## src/design/ioac_consts.svh

```systemverilog
// Constants of the I/O station autoconfiguration engine: offsets, field
// positions, reset values and default module settings.
// Assumes inclusion by bare name from every design file that needs them.
`ifndef IOAC_CONSTS_SVH
`define IOAC_CONSTS_SVH

// ------------------------------------------------------------
// Register byte offsets
// ------------------------------------------------------------
`define IOAC_OFS_CTRL      12'h000
`define IOAC_OFS_CMD       12'h004
`define IOAC_OFS_STATUS    12'h008
`define IOAC_OFS_FAULT     12'h00C
`define IOAC_OFS_MAN_DATA  12'h010
`define IOAC_OFS_MAN_SLOT  12'h014
`define IOAC_OFS_NEXT_REF  12'h018
`define IOAC_OFS_AI_SCALE  12'h028
`define IOAC_OFS_SLOT_TBL  12'h040

// ------------------------------------------------------------
// Field positions
// ------------------------------------------------------------
`define IOAC_CTRL_AUTO     0
`define IOAC_CTRL_PROT     1
`define IOAC_CMD_TOGGLE    0
`define IOAC_CMD_CONFIRM   1
`define IOAC_CMD_CANCEL    2
`define IOAC_CMD_MANUAL    3
`define IOAC_FLT_ADD       0
`define IOAC_FLT_LOSS      1
`define IOAC_FLT_MISMATCH  2
`define IOAC_FLT_EXTRA     3

// Slot entry: [0] valid [2:1] type [7:3] points [23:8] base reference
// [24] report faults [25] hold last state [26] channel active
// [28:27] range [29] output default
`define IOAC_E_VALID       0
`define IOAC_E_TYPE_LO     1
`define IOAC_E_PTS_LO      3
`define IOAC_E_BASE_LO     8
`define IOAC_E_REPORT      24
`define IOAC_E_HOLD        25
`define IOAC_E_ACTIVE      26
`define IOAC_E_RANGE_LO    27
`define IOAC_E_OUTDEF      29

// ------------------------------------------------------------
// Reset values and defaults
// ------------------------------------------------------------
`define IOAC_AUTO_RST      1'b1
`define IOAC_PROT_RST      1'b0
`define IOAC_REF_FIRST     16'h0001
`define IOAC_RANGE_0_20MA  2'h1
`define IOAC_SCALE_LOW     16'h0000
`define IOAC_SCALE_HIGH    16'h4E20
`define IOAC_ALARM_LOW     16'h0000
`define IOAC_LAST_SLOT     3'h7

`endif

```

## src/design/ioac_pkg.sv

```systemverilog
// Types shared by the autoconfiguration engine.
// Assumes nothing beyond a SystemVerilog compiler.
package ioac_pkg;

  typedef enum logic [1:0]
  {
    IOAC_DISC_IN,
    IOAC_DISC_OUT,
    IOAC_ANA_IN,
    IOAC_ANA_OUT
  } ioac_mtype_t;

  typedef enum logic [2:0]
  {
    IOAC_IDLE,
    IOAC_QUERY,
    IOAC_EVAL,
    IOAC_RELEASE
  } ioac_state_t;

endpackage

```

## src/design/ioac_sync.sv

```systemverilog
// Two-flop synchroniser for a group of slot-side pin levels.
// Assumes the far side holds data stable while its acknowledge is high.
`timescale 1ns/1ns
`default_nettype none
module ioac_sync
#(
  parameter int W = 1
)
(
  input  wire logic         mclk,
  input  wire logic         resetn,
  input  wire logic [W-1:0] d,
  output logic      [W-1:0] q
);
  logic [W-1:0] meta;

  always_ff @(posedge mclk or negedge resetn)
  begin
    if (!resetn)
    begin
      meta <= '0;
      q    <= '0;
    end
    else
    begin
      meta <= d;
      q    <= meta;
    end
  end
endmodule
`default_nettype wire

```

## src/design/ioac_cfg_store.sv

```systemverilog
// Eight-entry slot configuration store with registered read data.
// Assumes one writer per cycle; erase clears every valid flag at once.
`timescale 1ns/1ns
`default_nettype none
`include "ioac_consts.svh"
module ioac_cfg_store
(
  input  wire logic        mclk,
  input  wire logic        resetn,
  input  wire logic        we,
  input  wire logic [2:0]  waddr,
  input  wire logic [31:0] wdata,
  input  wire logic        erase,
  input  wire logic [2:0]  raddr,
  output logic      [31:0] rdata
);
  logic [31:0] mem [8];
  logic [7:0]  valid;

  // Data words carry no reset; only the valid flags need a known state
  always_ff @(posedge mclk)
  begin
    if (we)
      mem[waddr] <= wdata;
  end

  always_ff @(posedge mclk or negedge resetn)
  begin
    if (!resetn)
      valid <= 8'h00;
    else if (erase)
      valid <= 8'h00;
    else if (we)
      valid[waddr] <= wdata[`IOAC_E_VALID];
  end

  always_ff @(posedge mclk or negedge resetn)
  begin
    if (!resetn)
      rdata <= 32'h0000_0000;
    else if (valid[raddr])
      rdata <= mem[raddr];
    else
      rdata <= 32'h0000_0000;
  end
endmodule
`default_nettype wire

```

## src/design/ioac_autoconfig.sv

```systemverilog
// Autoconfiguration engine: scans module slots, allocates references,
// records default settings in the configuration store, logs faults.
// Assumes an APB master on mclk and slot modules answering a four-phase
// request/acknowledge query on asynchronous pins.
`timescale 1ns/1ns
`default_nettype none
`include "ioac_consts.svh"
module ioac_autoconfig
(
  input  wire logic        mclk,
  input  wire logic        resetn,
  input  wire logic        psel,
  input  wire logic        penable,
  input  wire logic        pwrite,
  input  wire logic [11:0] paddr,
  input  wire logic [31:0] pwdata,
  output logic      [31:0] prdata,
  output logic             pready,
  output logic             pslverr,
  output logic             slot_req,
  output logic      [2:0]  slot_sel,
  input  wire logic        slot_ack,
  input  wire logic        slot_present,
  input  wire logic [1:0]  slot_type,
  input  wire logic [4:0]  slot_points,
  output logic             pass_done,
  output logic             confirm_req
);
  import ioac_pkg::*;

  // ------------------------------------------------------------
  // Declarations
  // ------------------------------------------------------------
  ioac_state_t state;
  logic        auto_en;
  logic        protect;
  logic        pwrup_pend;
  logic        alloc_stop;
  logic        erase_pend;
  logic [3:0]  fault;
  logic [31:0] man_data;
  logic [2:0]  man_slot;
  logic [15:0] next_ref [4];
  logic [8:0]  pins_s;
  logic        ack_s;
  logic        cap_present;
  logic [1:0]  cap_type;
  logic [4:0]  cap_pts;
  logic [31:0] rd_entry;
  logic        acc;
  logic        wr_acc;
  logic        cmd_wr;
  logic        do_toggle;
  logic        do_confirm;
  logic        do_cancel;
  logic        man_ok;
  logic        start_req;
  logic        start_ok;
  logic        busy;
  logic        ent_valid;
  logic [1:0]  ent_type;
  logic        add_new;
  logic [3:0]  flt_set;
  logic        mem_we;
  logic [2:0]  mem_waddr;
  logic [31:0] mem_wdata;
  logic [31:0] new_entry;
  logic [2:0]  mem_raddr;
  logic [31:0] next_prdata;
  logic        next_pslverr;
  logic        tbl_hit;

  // ------------------------------------------------------------
  // Slot pin synchronisers
  // ------------------------------------------------------------
  ioac_sync #(.W(9)) u_pin_sync
  (
    .mclk   (mclk),
    .resetn (resetn),
    .d      ({slot_ack, slot_present, slot_type, slot_points}),
    .q      (pins_s)
  );

  assign ack_s = pins_s[8];

  // ------------------------------------------------------------
  // Configuration store
  // ------------------------------------------------------------
  assign busy      = (state != IOAC_IDLE);
  assign mem_raddr = busy ? slot_sel : paddr[4:2];

  ioac_cfg_store u_store
  (
    .mclk   (mclk),
    .resetn (resetn),
    .we     (mem_we),
    .waddr  (mem_waddr),
    .wdata  (mem_wdata),
    .erase  (start_ok && erase_pend),
    .raddr  (mem_raddr),
    .rdata  (rd_entry)
  );

  // ------------------------------------------------------------
  // Command decode
  // ------------------------------------------------------------
  assign acc        = psel && penable && pready;
  assign wr_acc     = acc && pwrite;
  assign cmd_wr     = wr_acc && (paddr == `IOAC_OFS_CMD);
  assign do_toggle  = cmd_wr && pwdata[`IOAC_CMD_TOGGLE] && !protect;
  assign do_confirm = cmd_wr && pwdata[`IOAC_CMD_CONFIRM] && confirm_req;
  assign do_cancel  = cmd_wr && pwdata[`IOAC_CMD_CANCEL] && confirm_req;
  // Manual writes during a pass would race the scan, so they are dropped
  assign man_ok     = cmd_wr && pwdata[`IOAC_CMD_MANUAL] && !protect && !busy;
  assign start_req  = !busy && (pwrup_pend || erase_pend);
  assign start_ok   = start_req && !protect;

  // ------------------------------------------------------------
  // Enable, protection and confirmation
  // ------------------------------------------------------------
  always_ff @(posedge mclk or negedge resetn)
  begin
    if (!resetn)
    begin
      auto_en     <= `IOAC_AUTO_RST;
      confirm_req <= 1'b0;
    end
    else
    begin
      if (man_ok)
        auto_en <= 1'b0;
      else if (do_toggle)
        auto_en <= !auto_en;
      if (do_toggle && !auto_en)
        confirm_req <= 1'b1;
      else if (do_confirm || do_cancel || (do_toggle && auto_en))
        confirm_req <= 1'b0;
    end
  end

  always_ff @(posedge mclk or negedge resetn)
  begin
    if (!resetn)
      protect <= `IOAC_PROT_RST;
    else if (wr_acc && paddr == `IOAC_OFS_CTRL)
      protect <= pwdata[`IOAC_CTRL_PROT];
  end

  // Pass requests: one after reset, one per confirm
  always_ff @(posedge mclk or negedge resetn)
  begin
    if (!resetn)
    begin
      pwrup_pend <= 1'b1;
      erase_pend <= 1'b0;
    end
    else
    begin
      if (start_req)
        pwrup_pend <= 1'b0;
      if (do_confirm)
        erase_pend <= 1'b1;
      else if (start_req)
        erase_pend <= 1'b0;
    end
  end

  // ------------------------------------------------------------
  // Manual entry registers
  // ------------------------------------------------------------
  always_ff @(posedge mclk or negedge resetn)
  begin
    if (!resetn)
    begin
      man_data <= 32'h0000_0000;
      man_slot <= 3'h0;
    end
    else
    begin
      if (wr_acc && paddr == `IOAC_OFS_MAN_DATA)
        man_data <= pwdata;
      if (wr_acc && paddr == `IOAC_OFS_MAN_SLOT)
        man_slot <= pwdata[2:0];
    end
  end

  // ------------------------------------------------------------
  // Scan sequencer
  // ------------------------------------------------------------
  always_ff @(posedge mclk or negedge resetn)
  begin
    if (!resetn)
    begin
      state      <= IOAC_IDLE;
      slot_req   <= 1'b0;
      slot_sel   <= 3'h0;
      alloc_stop <= 1'b0;
      pass_done  <= 1'b0;
    end
    else
    begin
      pass_done <= 1'b0;
      unique case (state)
        IOAC_IDLE:
        begin
          if (start_ok && (auto_en || erase_pend))
          begin
            state      <= IOAC_QUERY;
            slot_sel   <= 3'h0;
            slot_req   <= 1'b1;
            alloc_stop <= 1'b0;
          end
          else if (start_req)
            pass_done <= 1'b1;
        end
        IOAC_QUERY:
        begin
          if (ack_s)
            state <= IOAC_EVAL;
        end
        IOAC_EVAL:
        begin
          slot_req <= 1'b0;
          state    <= IOAC_RELEASE;
          if (!cap_present)
            alloc_stop <= 1'b1;
        end
        IOAC_RELEASE:
        begin
          // Next slot only once the module has dropped its answer
          if (!ack_s)
          begin
            if (slot_sel == `IOAC_LAST_SLOT)
            begin
              state     <= IOAC_IDLE;
              pass_done <= 1'b1;
            end
            else
            begin
              slot_sel <= slot_sel + 3'h1;
              slot_req <= 1'b1;
              state    <= IOAC_QUERY;
            end
          end
        end
      endcase
    end
  end

  // Response captured as the acknowledge is seen
  always_ff @(posedge mclk or negedge resetn)
  begin
    if (!resetn)
    begin
      cap_present <= 1'b0;
      cap_type    <= 2'h0;
      cap_pts     <= 5'h00;
    end
    else if (state == IOAC_QUERY && ack_s)
    begin
      cap_present <= pins_s[7];
      cap_type    <= pins_s[6:5];
      cap_pts     <= pins_s[4:0];
    end
  end

  // ------------------------------------------------------------
  // Allocation and defaults
  // ------------------------------------------------------------
  assign ent_valid = rd_entry[`IOAC_E_VALID];
  assign ent_type  = rd_entry[`IOAC_E_TYPE_LO +: 2];
  // A configured slot is never rewritten by a pass
  assign add_new   = (state == IOAC_EVAL) && cap_present && !ent_valid
                     && !alloc_stop;

  always_comb
  begin
    new_entry = 32'h0000_0000;
    new_entry[`IOAC_E_VALID]         = 1'b1;
    new_entry[`IOAC_E_TYPE_LO +: 2]  = cap_type;
    new_entry[`IOAC_E_PTS_LO +: 5]   = cap_pts;
    new_entry[`IOAC_E_BASE_LO +: 16] = next_ref[cap_type];
    new_entry[`IOAC_E_REPORT]        = 1'b1;
    new_entry[`IOAC_E_HOLD]          = 1'b0;
    new_entry[`IOAC_E_OUTDEF]        = 1'b0;
    if (cap_type[1])
    begin
      new_entry[`IOAC_E_ACTIVE]        = 1'b1;
      new_entry[`IOAC_E_RANGE_LO +: 2] = `IOAC_RANGE_0_20MA;
    end
  end

  assign mem_we    = add_new || man_ok;
  assign mem_waddr = man_ok ? man_slot : slot_sel;
  assign mem_wdata = man_ok ? man_data : new_entry;

  // One counter per table, indexed by module type
  generate
    for (genvar t = 0; t < 4; t++)
    begin : g_ref
      always_ff @(posedge mclk or negedge resetn)
      begin
        if (!resetn)
          next_ref[t] <= `IOAC_REF_FIRST;
        else if (start_ok)
          next_ref[t] <= `IOAC_REF_FIRST;
        else if (add_new && cap_type == 2'(t))
          next_ref[t] <= next_ref[t] + 16'(cap_pts);
        else if (state == IOAC_EVAL && cap_present && ent_valid && !alloc_stop
                 && ent_type == 2'(t) && cap_type == ent_type)
          next_ref[t] <= rd_entry[`IOAC_E_BASE_LO +: 16]
                         + 16'(rd_entry[`IOAC_E_PTS_LO +: 5]);
      end
    end
  endgenerate

  // ------------------------------------------------------------
  // Fault log, write one to clear, new events win
  // ------------------------------------------------------------
  always_comb
  begin
    flt_set = 4'h0;
    if (state == IOAC_EVAL)
    begin
      flt_set[`IOAC_FLT_ADD]      = add_new;
      flt_set[`IOAC_FLT_LOSS]     = !cap_present && ent_valid;
      flt_set[`IOAC_FLT_MISMATCH] = cap_present && ent_valid
                                    && (cap_type != ent_type);
      flt_set[`IOAC_FLT_EXTRA]    = cap_present && !ent_valid && alloc_stop;
    end
  end

  always_ff @(posedge mclk or negedge resetn)
  begin
    if (!resetn)
      fault <= 4'h0;
    else if (wr_acc && paddr == `IOAC_OFS_FAULT)
      fault <= (fault & ~pwdata[3:0]) | flt_set;
    else
      fault <= fault | flt_set;
  end

  // ------------------------------------------------------------
  // APB read path, two access cycles per transfer, more for table reads during a pass
  // ------------------------------------------------------------
  assign tbl_hit = (paddr[11:5] == 7'(`IOAC_OFS_SLOT_TBL >> 5));

  always_comb
  begin
    next_prdata  = 32'h0000_0000;
    next_pslverr = 1'b0;
    if (tbl_hit)
      next_prdata = rd_entry;
    else if (paddr >= `IOAC_OFS_NEXT_REF && paddr < `IOAC_OFS_AI_SCALE
             && paddr[1:0] == 2'h0)
      next_prdata = {16'h0000, next_ref[paddr[3:2] + 2'h2]};
    else
    begin
      unique case (paddr)
        `IOAC_OFS_CTRL:     next_prdata = {30'h0, protect, auto_en};
        `IOAC_OFS_CMD:      next_prdata = 32'h0000_0000;
        `IOAC_OFS_STATUS:   next_prdata = {28'h0, slot_sel, busy}
                                          | {30'h0, confirm_req, 1'b0} << 4;
        `IOAC_OFS_FAULT:    next_prdata = {28'h0, fault};
        `IOAC_OFS_MAN_DATA: next_prdata = man_data;
        `IOAC_OFS_MAN_SLOT: next_prdata = {29'h0, man_slot};
        `IOAC_OFS_AI_SCALE: next_prdata = {`IOAC_SCALE_HIGH, `IOAC_SCALE_LOW};
        default:            next_pslverr = 1'b1;
      endcase
    end
  end

  always_ff @(posedge mclk or negedge resetn)
  begin
    if (!resetn)
    begin
      pready  <= 1'b0;
      prdata  <= 32'h0000_0000;
      pslverr <= 1'b0;
    end
    else
    begin
      // Table reads wait while the scan owns the store's read port, and
      // one cycle more (the pass_done cycle) so the read data turns round
      pready  <= psel && penable && !pready && !(tbl_hit && (busy || pass_done));
      prdata  <= (psel && penable && !pready && !pwrite) ? next_prdata : 32'h0;
      pslverr <= psel && penable && !pready && next_pslverr;
    end
  end
endmodule
`default_nettype wire

```

## config.mk

```make
export PLATFORM = sky130hd
export DESIGN_NAME = ioac_autoconfig
export DESIGN_NICKNAME = d
export VERILOG_FILES = /design/src/design/ioac_pkg.sv /design/src/design/ioac_sync.sv /design/src/design/ioac_cfg_store.sv /design/src/design/ioac_autoconfig.sv
export VERILOG_INCLUDE_DIRS = /design/src /design/src/design
export SDC_FILE = /design/constraint.sdc
export NUM_CORES = 1
export LEC_CHECK = 0
export BUFFER_PORTS_ARGS = -buffer_cell sky130_fd_sc_hd__buf_2
export CAP_MARGIN = 15
export CORE_AREA = 2 2 247 201
export CTS_CLUSTER_SIZE = 30
export DETAILED_ROUTE_END_ITERATION = 10
export DIE_AREA = 0 0 249 203
export GPL_TIMING_DRIVEN = 0
export PLACE_DENSITY = 0.7
export SLEW_MARGIN = 20
export SYNTH_ARGS = -nofsm -noshare
export SYNTH_HDL_FRONTEND = slang
export SYNTH_SLANG_ARGS = --single-unit
```

## constraint.sdc

```tcl
create_clock -name mclk -period 8.6 [get_ports mclk]
set_input_delay 0 -clock mclk [delete_from_list [all_inputs] [get_ports mclk]]
set_output_delay 0 -clock mclk [all_outputs]
set_load 0.01 [all_outputs]
```

After elaboration in Yosys (flattened, before gate mapping) --
Memory sizes are Yosys's and may differ from the RTL's. Index checks and enable logic that the tools add are counted.
Word-level totals: bits in registers 217, latch bits 0, RAM bits 256, bits in read-only memories 0, input port bits 58, output and inout port bits 40, memories kept 1
Cells by class: add/sub/neg operators 7, multipliers 0, div/mod/pow operators 0, order comparisons 7, equality and inequality tests 24, shift operators 0, mux-type cells 68, bitwise operators 7, reductions and logical operators 91
Memories:
- u_store.mem | words 8, width 32, rd ports 1, clocked after Yosys merged registers in 0, write ports 1, line ioac_cfg_store.sv:17 | logic [31:0] mem [8];
Operators with widths (count):
- 16-bit 2-to-1 mux | 16
- 32-bit case mux with 6 select lines | 1
- 32-bit 2-to-1 mux | 5
- 16-bit by 5-bit adder with 16-bit output | 5
- 16-bit binary-select mux with 2-bit select | 2
- 1-bit logical AND | 54
- 12-bit by 4-bit == test with 1-bit output (second input constant) | 2
- 12-bit by 5-bit == test with 1-bit output (second input constant) | 2
- 3-bit 2-to-1 mux | 8
- 1-bit 2-to-1 mux | 23
- 3-bit nonzero test | 6
- 8-bit 2-to-1 mux | 2
- 12-bit by 3-bit == test with 1-bit output (second input constant) | 1
- 12-bit by 6-bit == test with 1-bit output (second input constant) | 1
- 12-bit by 5-bit greater-or-equal comparator with 1-bit output (second input constant) | 1
- 12-bit zero test | 1
- 12-bit by 6-bit less-than comparator with 1-bit output (second input constant) | 1
- 3-bit case mux with 4 select lines | 1
- 2-bit nonzero test | 6
- 1-bit zero test | 9
- 8-bit bitwise mux | 1
- 2-bit == test (second input constant) | 4
- 3-bit by 4-bit less-than comparator with 1-bit output (second input constant) | 2
- 4-bit 2-to-1 mux | 2
- 30 further kinds | 48

Longest topological paths before layout --
word-level depth 15, depth in mapped cells 11, gate-level depth less buffers 8

Cells and area by module --
From an unflattened synthesis, not the netlist that was laid out.
Second synthesis, totals: cell total of the unflattened synthesis 1605, area total of the unflattened synthesis 21911.0 sq um
By module, submodules not included:
- ioac_cfg_store | times used 1, cells each 478, area each 11021.8 sq um, sequential area each 8688.3 sq um
- ioac_autoconfig | times used 1, cells each 1109, area each 10438.8 sq um, sequential area each 3961.3 sq um
- ioac_sync | times used 1, cells each 18, area each 450.4 sq um, sequential area each 450.4 sq um

Least setup slack after synthesis --
No wires, ideal clock.
path type register to register, start reg state[0], end mem u_store.mem[1][0] (enable), library setup time 0.470 ns, arrival 4.063 ns, data required time 8.130 ns, setup slack 4.067 ns, stages on the path, launching flop included 8, path buffers 2, cells stage by stage dfrtp_1 > inv_1 > ha_1 > clkbuf_1 > nor4bb_1 > clkbuf_1 > nand3_1 > o21ai_0
Between the ends: cells in the longest elaborated chain, start to end 7
RTL lines:
- from (decl) | line ioac_autoconfig.sv:34 | ioac_state_t state;
- from (signal assigned) | line ioac_autoconfig.sv:194 | state <= IOAC_IDLE;
- from (signal assigned) | line ioac_autoconfig.sv:208 | state <= IOAC_QUERY;
- from (signal assigned) | line ioac_autoconfig.sv:219 | state <= IOAC_EVAL;
- 3-bit by 2-bit == test with 1-bit output | line ioac_autoconfig.sv:273 | assign add_new = (state == IOAC_EVAL) && cap_present && !ent_valid
- 1-bit logical AND (2 in a row) | line ioac_autoconfig.sv:273
- 1-bit logical AND | line ioac_autoconfig.sv:274 | && !alloc_stop;
- 1-bit logical OR | line ioac_autoconfig.sv:293 | assign mem_we = add_new || man_ok;
- 1-bit 2-to-1 mux | line ioac_cfg_store.sv:23 | if (we)
- 1-bit 2-to-1 mux (not written as such) | line ioac_cfg_store.sv:24 | mem[waddr] <= wdata;
- to (decl) | line ioac_cfg_store.sv:17
Parallel ways exist; a longest one is shown, timed or not.

Worst setup path in the final report --
start reg state[0], end reg u_store.rdata[26]
Between the ends: cells in the longest elaborated chain, start to end 5
RTL lines:
- 3-bit nonzero test (*) | line ioac_autoconfig.sv:89 | assign busy = (state != IOAC_IDLE);
- 3-bit 2-to-1 mux (*) | line ioac_autoconfig.sv:90 | assign mem_raddr = busy ? slot_sel : paddr[4:2];
- 1-bit binary-select mux with 3-bit select | line ioac_cfg_store.sv:41 | else if (valid[raddr])
- 1-bit 2-to-1 mux (not written as such) | line ioac_cfg_store.sv:41
- 32-bit 2-to-1 mux (*) | line ioac_cfg_store.sv:41
- to (signal assigned) | line ioac_cfg_store.sv:42 | rdata <= mem[raddr];
- to (decl) | line ioac_cfg_store.sv:15 | output logic [31:0] rdata
Mark *: on every way between the ends. The rest lies on a longest branch, timed or not. The select of a mux whose other input is x is not followed. A chain may end at the register's enable or synchronous reset.

==> summary by stage <==
Power and ir drop
Of the total power, the share spent switching nets is 32.8%. The analysis attributes to cell leakage a power of 0.0102 uW. The final total power is 6990 uW. The portion of total power attributed to combinational logic is 28.6%. Power spread over the standard cell area amounts to 270 nW/um2.

Cell internal power was estimated by the tool at 4700 uW. The portion of total power attributed to the clock network is 31.7%. The analysis attributes to net switching a power of 2290 uW. IR analysis of the VDD net gives a maximum drop of 0.000172 V. The proportion of power drawn by flip-flops and latches is 39.7%.

Drt
For this block, the initial DRC count from the detailed router was 1,998. Dividing the detail-routed wire length by the instance count gives 25.3 um. Dividing the detail-routed via count by the number of cells gives 6.20.

The count of nets left with antenna violations after detail routing is 0. The final route contains 15.9k vias. Before antenna repair, the detailed router went through 7 iterations. In the routed design, unresolved DRC markers number 0. The final wirelength is 65,000 um.

Synthesis
The synthesized design contains 256 enable-type register cells. The area share of the largest cell type after synthesis is 35.1%. The biggest area contributor in the post-synthesis netlist is edfxtp_1. After synthesis the cells add up to 21,900 um2. The post-synth net total is 1,774. In the post-synthesis netlist, the biggest area contributors are edfxtp_1 (35%), dfrtp_1 (24%), mux4_2 (10%), nand2_1 (4.4%), mux2_2 (2.6%). By area, the combinational part of the netlist is dominated by multiplexers.

The share of synthesized area occupied by flip-flops and latches is 59.8%. The average instance in the mapped netlist occupies 13.0 um2. The proportion of synthesized flip-flops having asynchronous set or reset is 45.8%.

The unique cell type count in the Yosys netlist is 80. The fraction of the mapped netlist area in adder cells is 2.29%. Sorting the synthesized cells by how often they occur yields edfxtp_1 (256), nand2_1 (256), dfrtp_1 (210). The warning count from the yosys run is 0. Of the post-synthesis cell area, the part taken by muxes is 13.6%. The synthesized design contains 472 register bits. After Yosys synthesis, and, or, nand and nor cells account for 11.4% of the synthesized area. The count of mapped cells out of synthesis is 1,679.

The commonest register cell after synthesis is edfxtp_1. The parity-gate share of the synthesized area counting xor and xnor cells is 0.920%. The compound-cell area share of the yosys netlist is 9.96%.

Global route
The number of antenna violations at the first check in global routing is 1. The overall fraction of global-route tracks in use is 25.8%. Entering global routing, the biggest net connects 94 pins. The global-route wire length before repair is 97,200 um. The number of global-route vias before repair is 15.5k. Summed over all layers, the global routing overflow is 0.

Setup path
Traced cell by cell, the critical path runs through inv_1 -> ha_1 -> clkbuf_1 -> mux2i_1 -> clkbuf_1 -> nor3b_1 -> a211oi_1 -> a21oi_1 -> clkbuf_1 -> a21oi_1. The cell type of the slowest stage on the worst timing path is mux2i_1. The most prevalent standard cell on the critical path is clkbuf_1. At the worst endpoint, the arrival time is 4.98 ns.

The worst setup path is launched from a register. At the worst endpoint, the required time is 9.03 ns. The longest individual stage delay on the worst path is 0.78 ns. The critical path is of the reg2reg type. STA classifies the critical path endpoint as a register. In this run the worst path has a maximum fanout of 10.

The worst reg-to-reg setup slack is 4.05 ns.

Finish
The number of fill cells in the layout is 3,843. Once layout is complete, the utilization of the core stands at 54.0%. The non-filler instance count after layout is 2,566. With fillers left out, the area of the finished cells amounts to 25,800 um2. The post-route netlist has 20.0% of its cells at a drive strength greater than 1. From synthesis to final layout, the design area changed by 18.0%. The repair_antennas step left the layout with diodes totalling 0. In the final design database the tool counted 1,993 nets.

Floorplan
The initial standard-cell utilization of the core is 45.8%. In this run the count of I/O pins placed on the die edge is 98. The y dimension of the die is 203 um.

The horizontal die dimension is 249 um. The placement row count is 72. The overall die area is 50,500 um2. The placeable core area is 47,800 um2.

Placement
The congestion estimate from routability-driven global placement came to 0.969. In this run, placement finished with an instance count of 2,424. The number of port buffers is 95. After detailed placement, the total cell area comes to 23,600 um2. The HPWL reported at the end of detailed placement is 46,200 um.

CTS
The root buffer cell is clkbuf_16. After clock tree synthesis, the setup repair step added 0 buffers. The CTS tree is built. The worst-case clock buffer depth is 3. The number of H-tree branching levels is 2. For the worst-skew pair, the clock arrives at the later sink with an insertion delay of 0.59 ns. The number of clock sinks seen by CTS is 472.

Clock-pin slew was measured on the worst setup and hold paths at 0.06 ns. The clock buffer count from CTS is 47.

STA
The total count of max-transition violations in the final report is 0. The final number of setup-violating endpoints is 0. Setup repair after global routing left no endpoint under its margin. After routing, the total negative slack on setup checks comes to 0 ns. Headroom to the max-slew limit came out at 25.0%.

Of the available clock period, the critical path in the final layout requires 52.9%. The post-route minimum period is 4.55 ns. The actual slew at the worst max-slew pin is 1.13 ns. The worst clock skew is 0.0193 ns. The highest clock frequency the design can meet is 0.220 GHz. The final hold violation count is 0.

Min path
The tightest min-delay check is of the in2reg type.

Job
Across the run, the number of max-cap violations was 0.

Run status
The run finished with clean final reports.
## cell type report
class | count | area (um2) | area share (%)
buffer | 101 | 399 | 1.54
clock buffer | 64 | 1350 | 5.23
clock inverter | 24 | 325 | 1.26
inverter | 15 | 56.3 | 0.218
multi-input combinational | 1091 | 8430 | 32.6
sequential | 472 | 13100 | 50.7
tap | 629 | 787 | 3.04
timing repair buffer | 170 | 1390 | 5.39
## registers in the layout (all words and copies together) (netlist names), 5 cells and up
register	flops
cap_pts	5
next_ref	64
u_pin_sync.q	9
u_store.valid	8
prdata	32
u_pin_sync.meta	9
u_store.rdata	32
u_store.mem	256
man_data	32
## power by group through the flow
stage	logic, uW	registers (uW)	clock network (uW)
2_1_floorplan	1380	2740	0
3_3_place_gp	1880	2810	0
3_5_place_dp	1930	2810	0
4_1_cts	1970	2770	2250
5_1_grt	2160	2780	2330
6_report	2000	2770	2220
## worst paths after layout
| path | startpoint | end | cells past startpoint |
|---|---|---|---|
| worst max-delay path | state[0]$_DFFE_PN0P_ | u_store.rdata[26]$_DFF_PN0_ | 10 |
| worst min-delay path | slot_present | u_pin_sync.meta[7]$_DFF_PN0_ | 2 |
| worst max register to register | state[0]$_DFFE_PN0P_ | u_store.rdata[26]$_DFF_PN0_ | 10 |
| worst min register to register | u_pin_sync.meta[0]$_DFF_PN0_ | u_pin_sync.q[0]$_DFF_PN0_ | 0 |
| max in group asynchronous | resetn | prdata[18]$_DFF_PN0_ | 5 |
| min in group asynchronous | resetn | man_data[26]$_DFFE_PN0P_ | 4 |
## critical path, delay by kind of cell, from the launching register on
family,cells,cell delay (ns)
AO/OA/AOI/OAI,3,0.98
AND/OR/NAND/NOR,1,0.29
adder cells (fa/ha/maj),1,0.15
multiplexers,1,0.78
buffers and inverters,4,1.74
flip-flops,1,0.42
## kinds of logic after synthesis
kind of cell | after synthesis
DFF | 472
AOI/OAI and AO/OA | 332
muxes | 169
buffers and inverters | 116
xor gates and xnor gates | 23
and+or+nand+nor | 530
adders and majority gates | 37
## placed cells by master, fill, tap and decap left out, types with 19 or more instances in the layout
cell,n
edfxtp_1,256
nand2_1,255
dfrtp_1,210
buf_2,104
mux4_2,97
a21oi_1,95
nor2_1,93
clkbuf_1,87
o21ai_0,56
dlygate4sd3_1,53
mux2_2,50
clkbuf_16,49
nand3_1,43
ha_1,32
a31oi_1,30
mux2i_1,21
a21o_1,20
a211oi_1,19
## through the flow
stage / hold slack [ns] / worst slack, ns
2_1_floorplan: -0.296 / 4.07
3_3_place_gp: 0.109 / 1.08
3_5_place_dp: -0.0829 / 4.11
4_1_cts: 0.0225 / 4.06
5_1_grt: 0.0508 / 3.69
6_report: 0.0477 / 4.05
## layer usage
metal / vias up / global-route usage [%] / wire [um]
met5: - / 0 / 0
met4: 0 / 10.3 / 2500
met3: 146 / 6.17 / 6600
met2: 900 / 38.0 / 28700
met1: 8007 / 36.9 / 27300
li1: 6847 / - / -
## timing repair
action | CTS | global route
hold buffers | 54 | 0
hold endpoints to repair | 184 | 0
gates resized for setup | 0 | 0
Note: power is estimated with default switching activity, not from simulation.
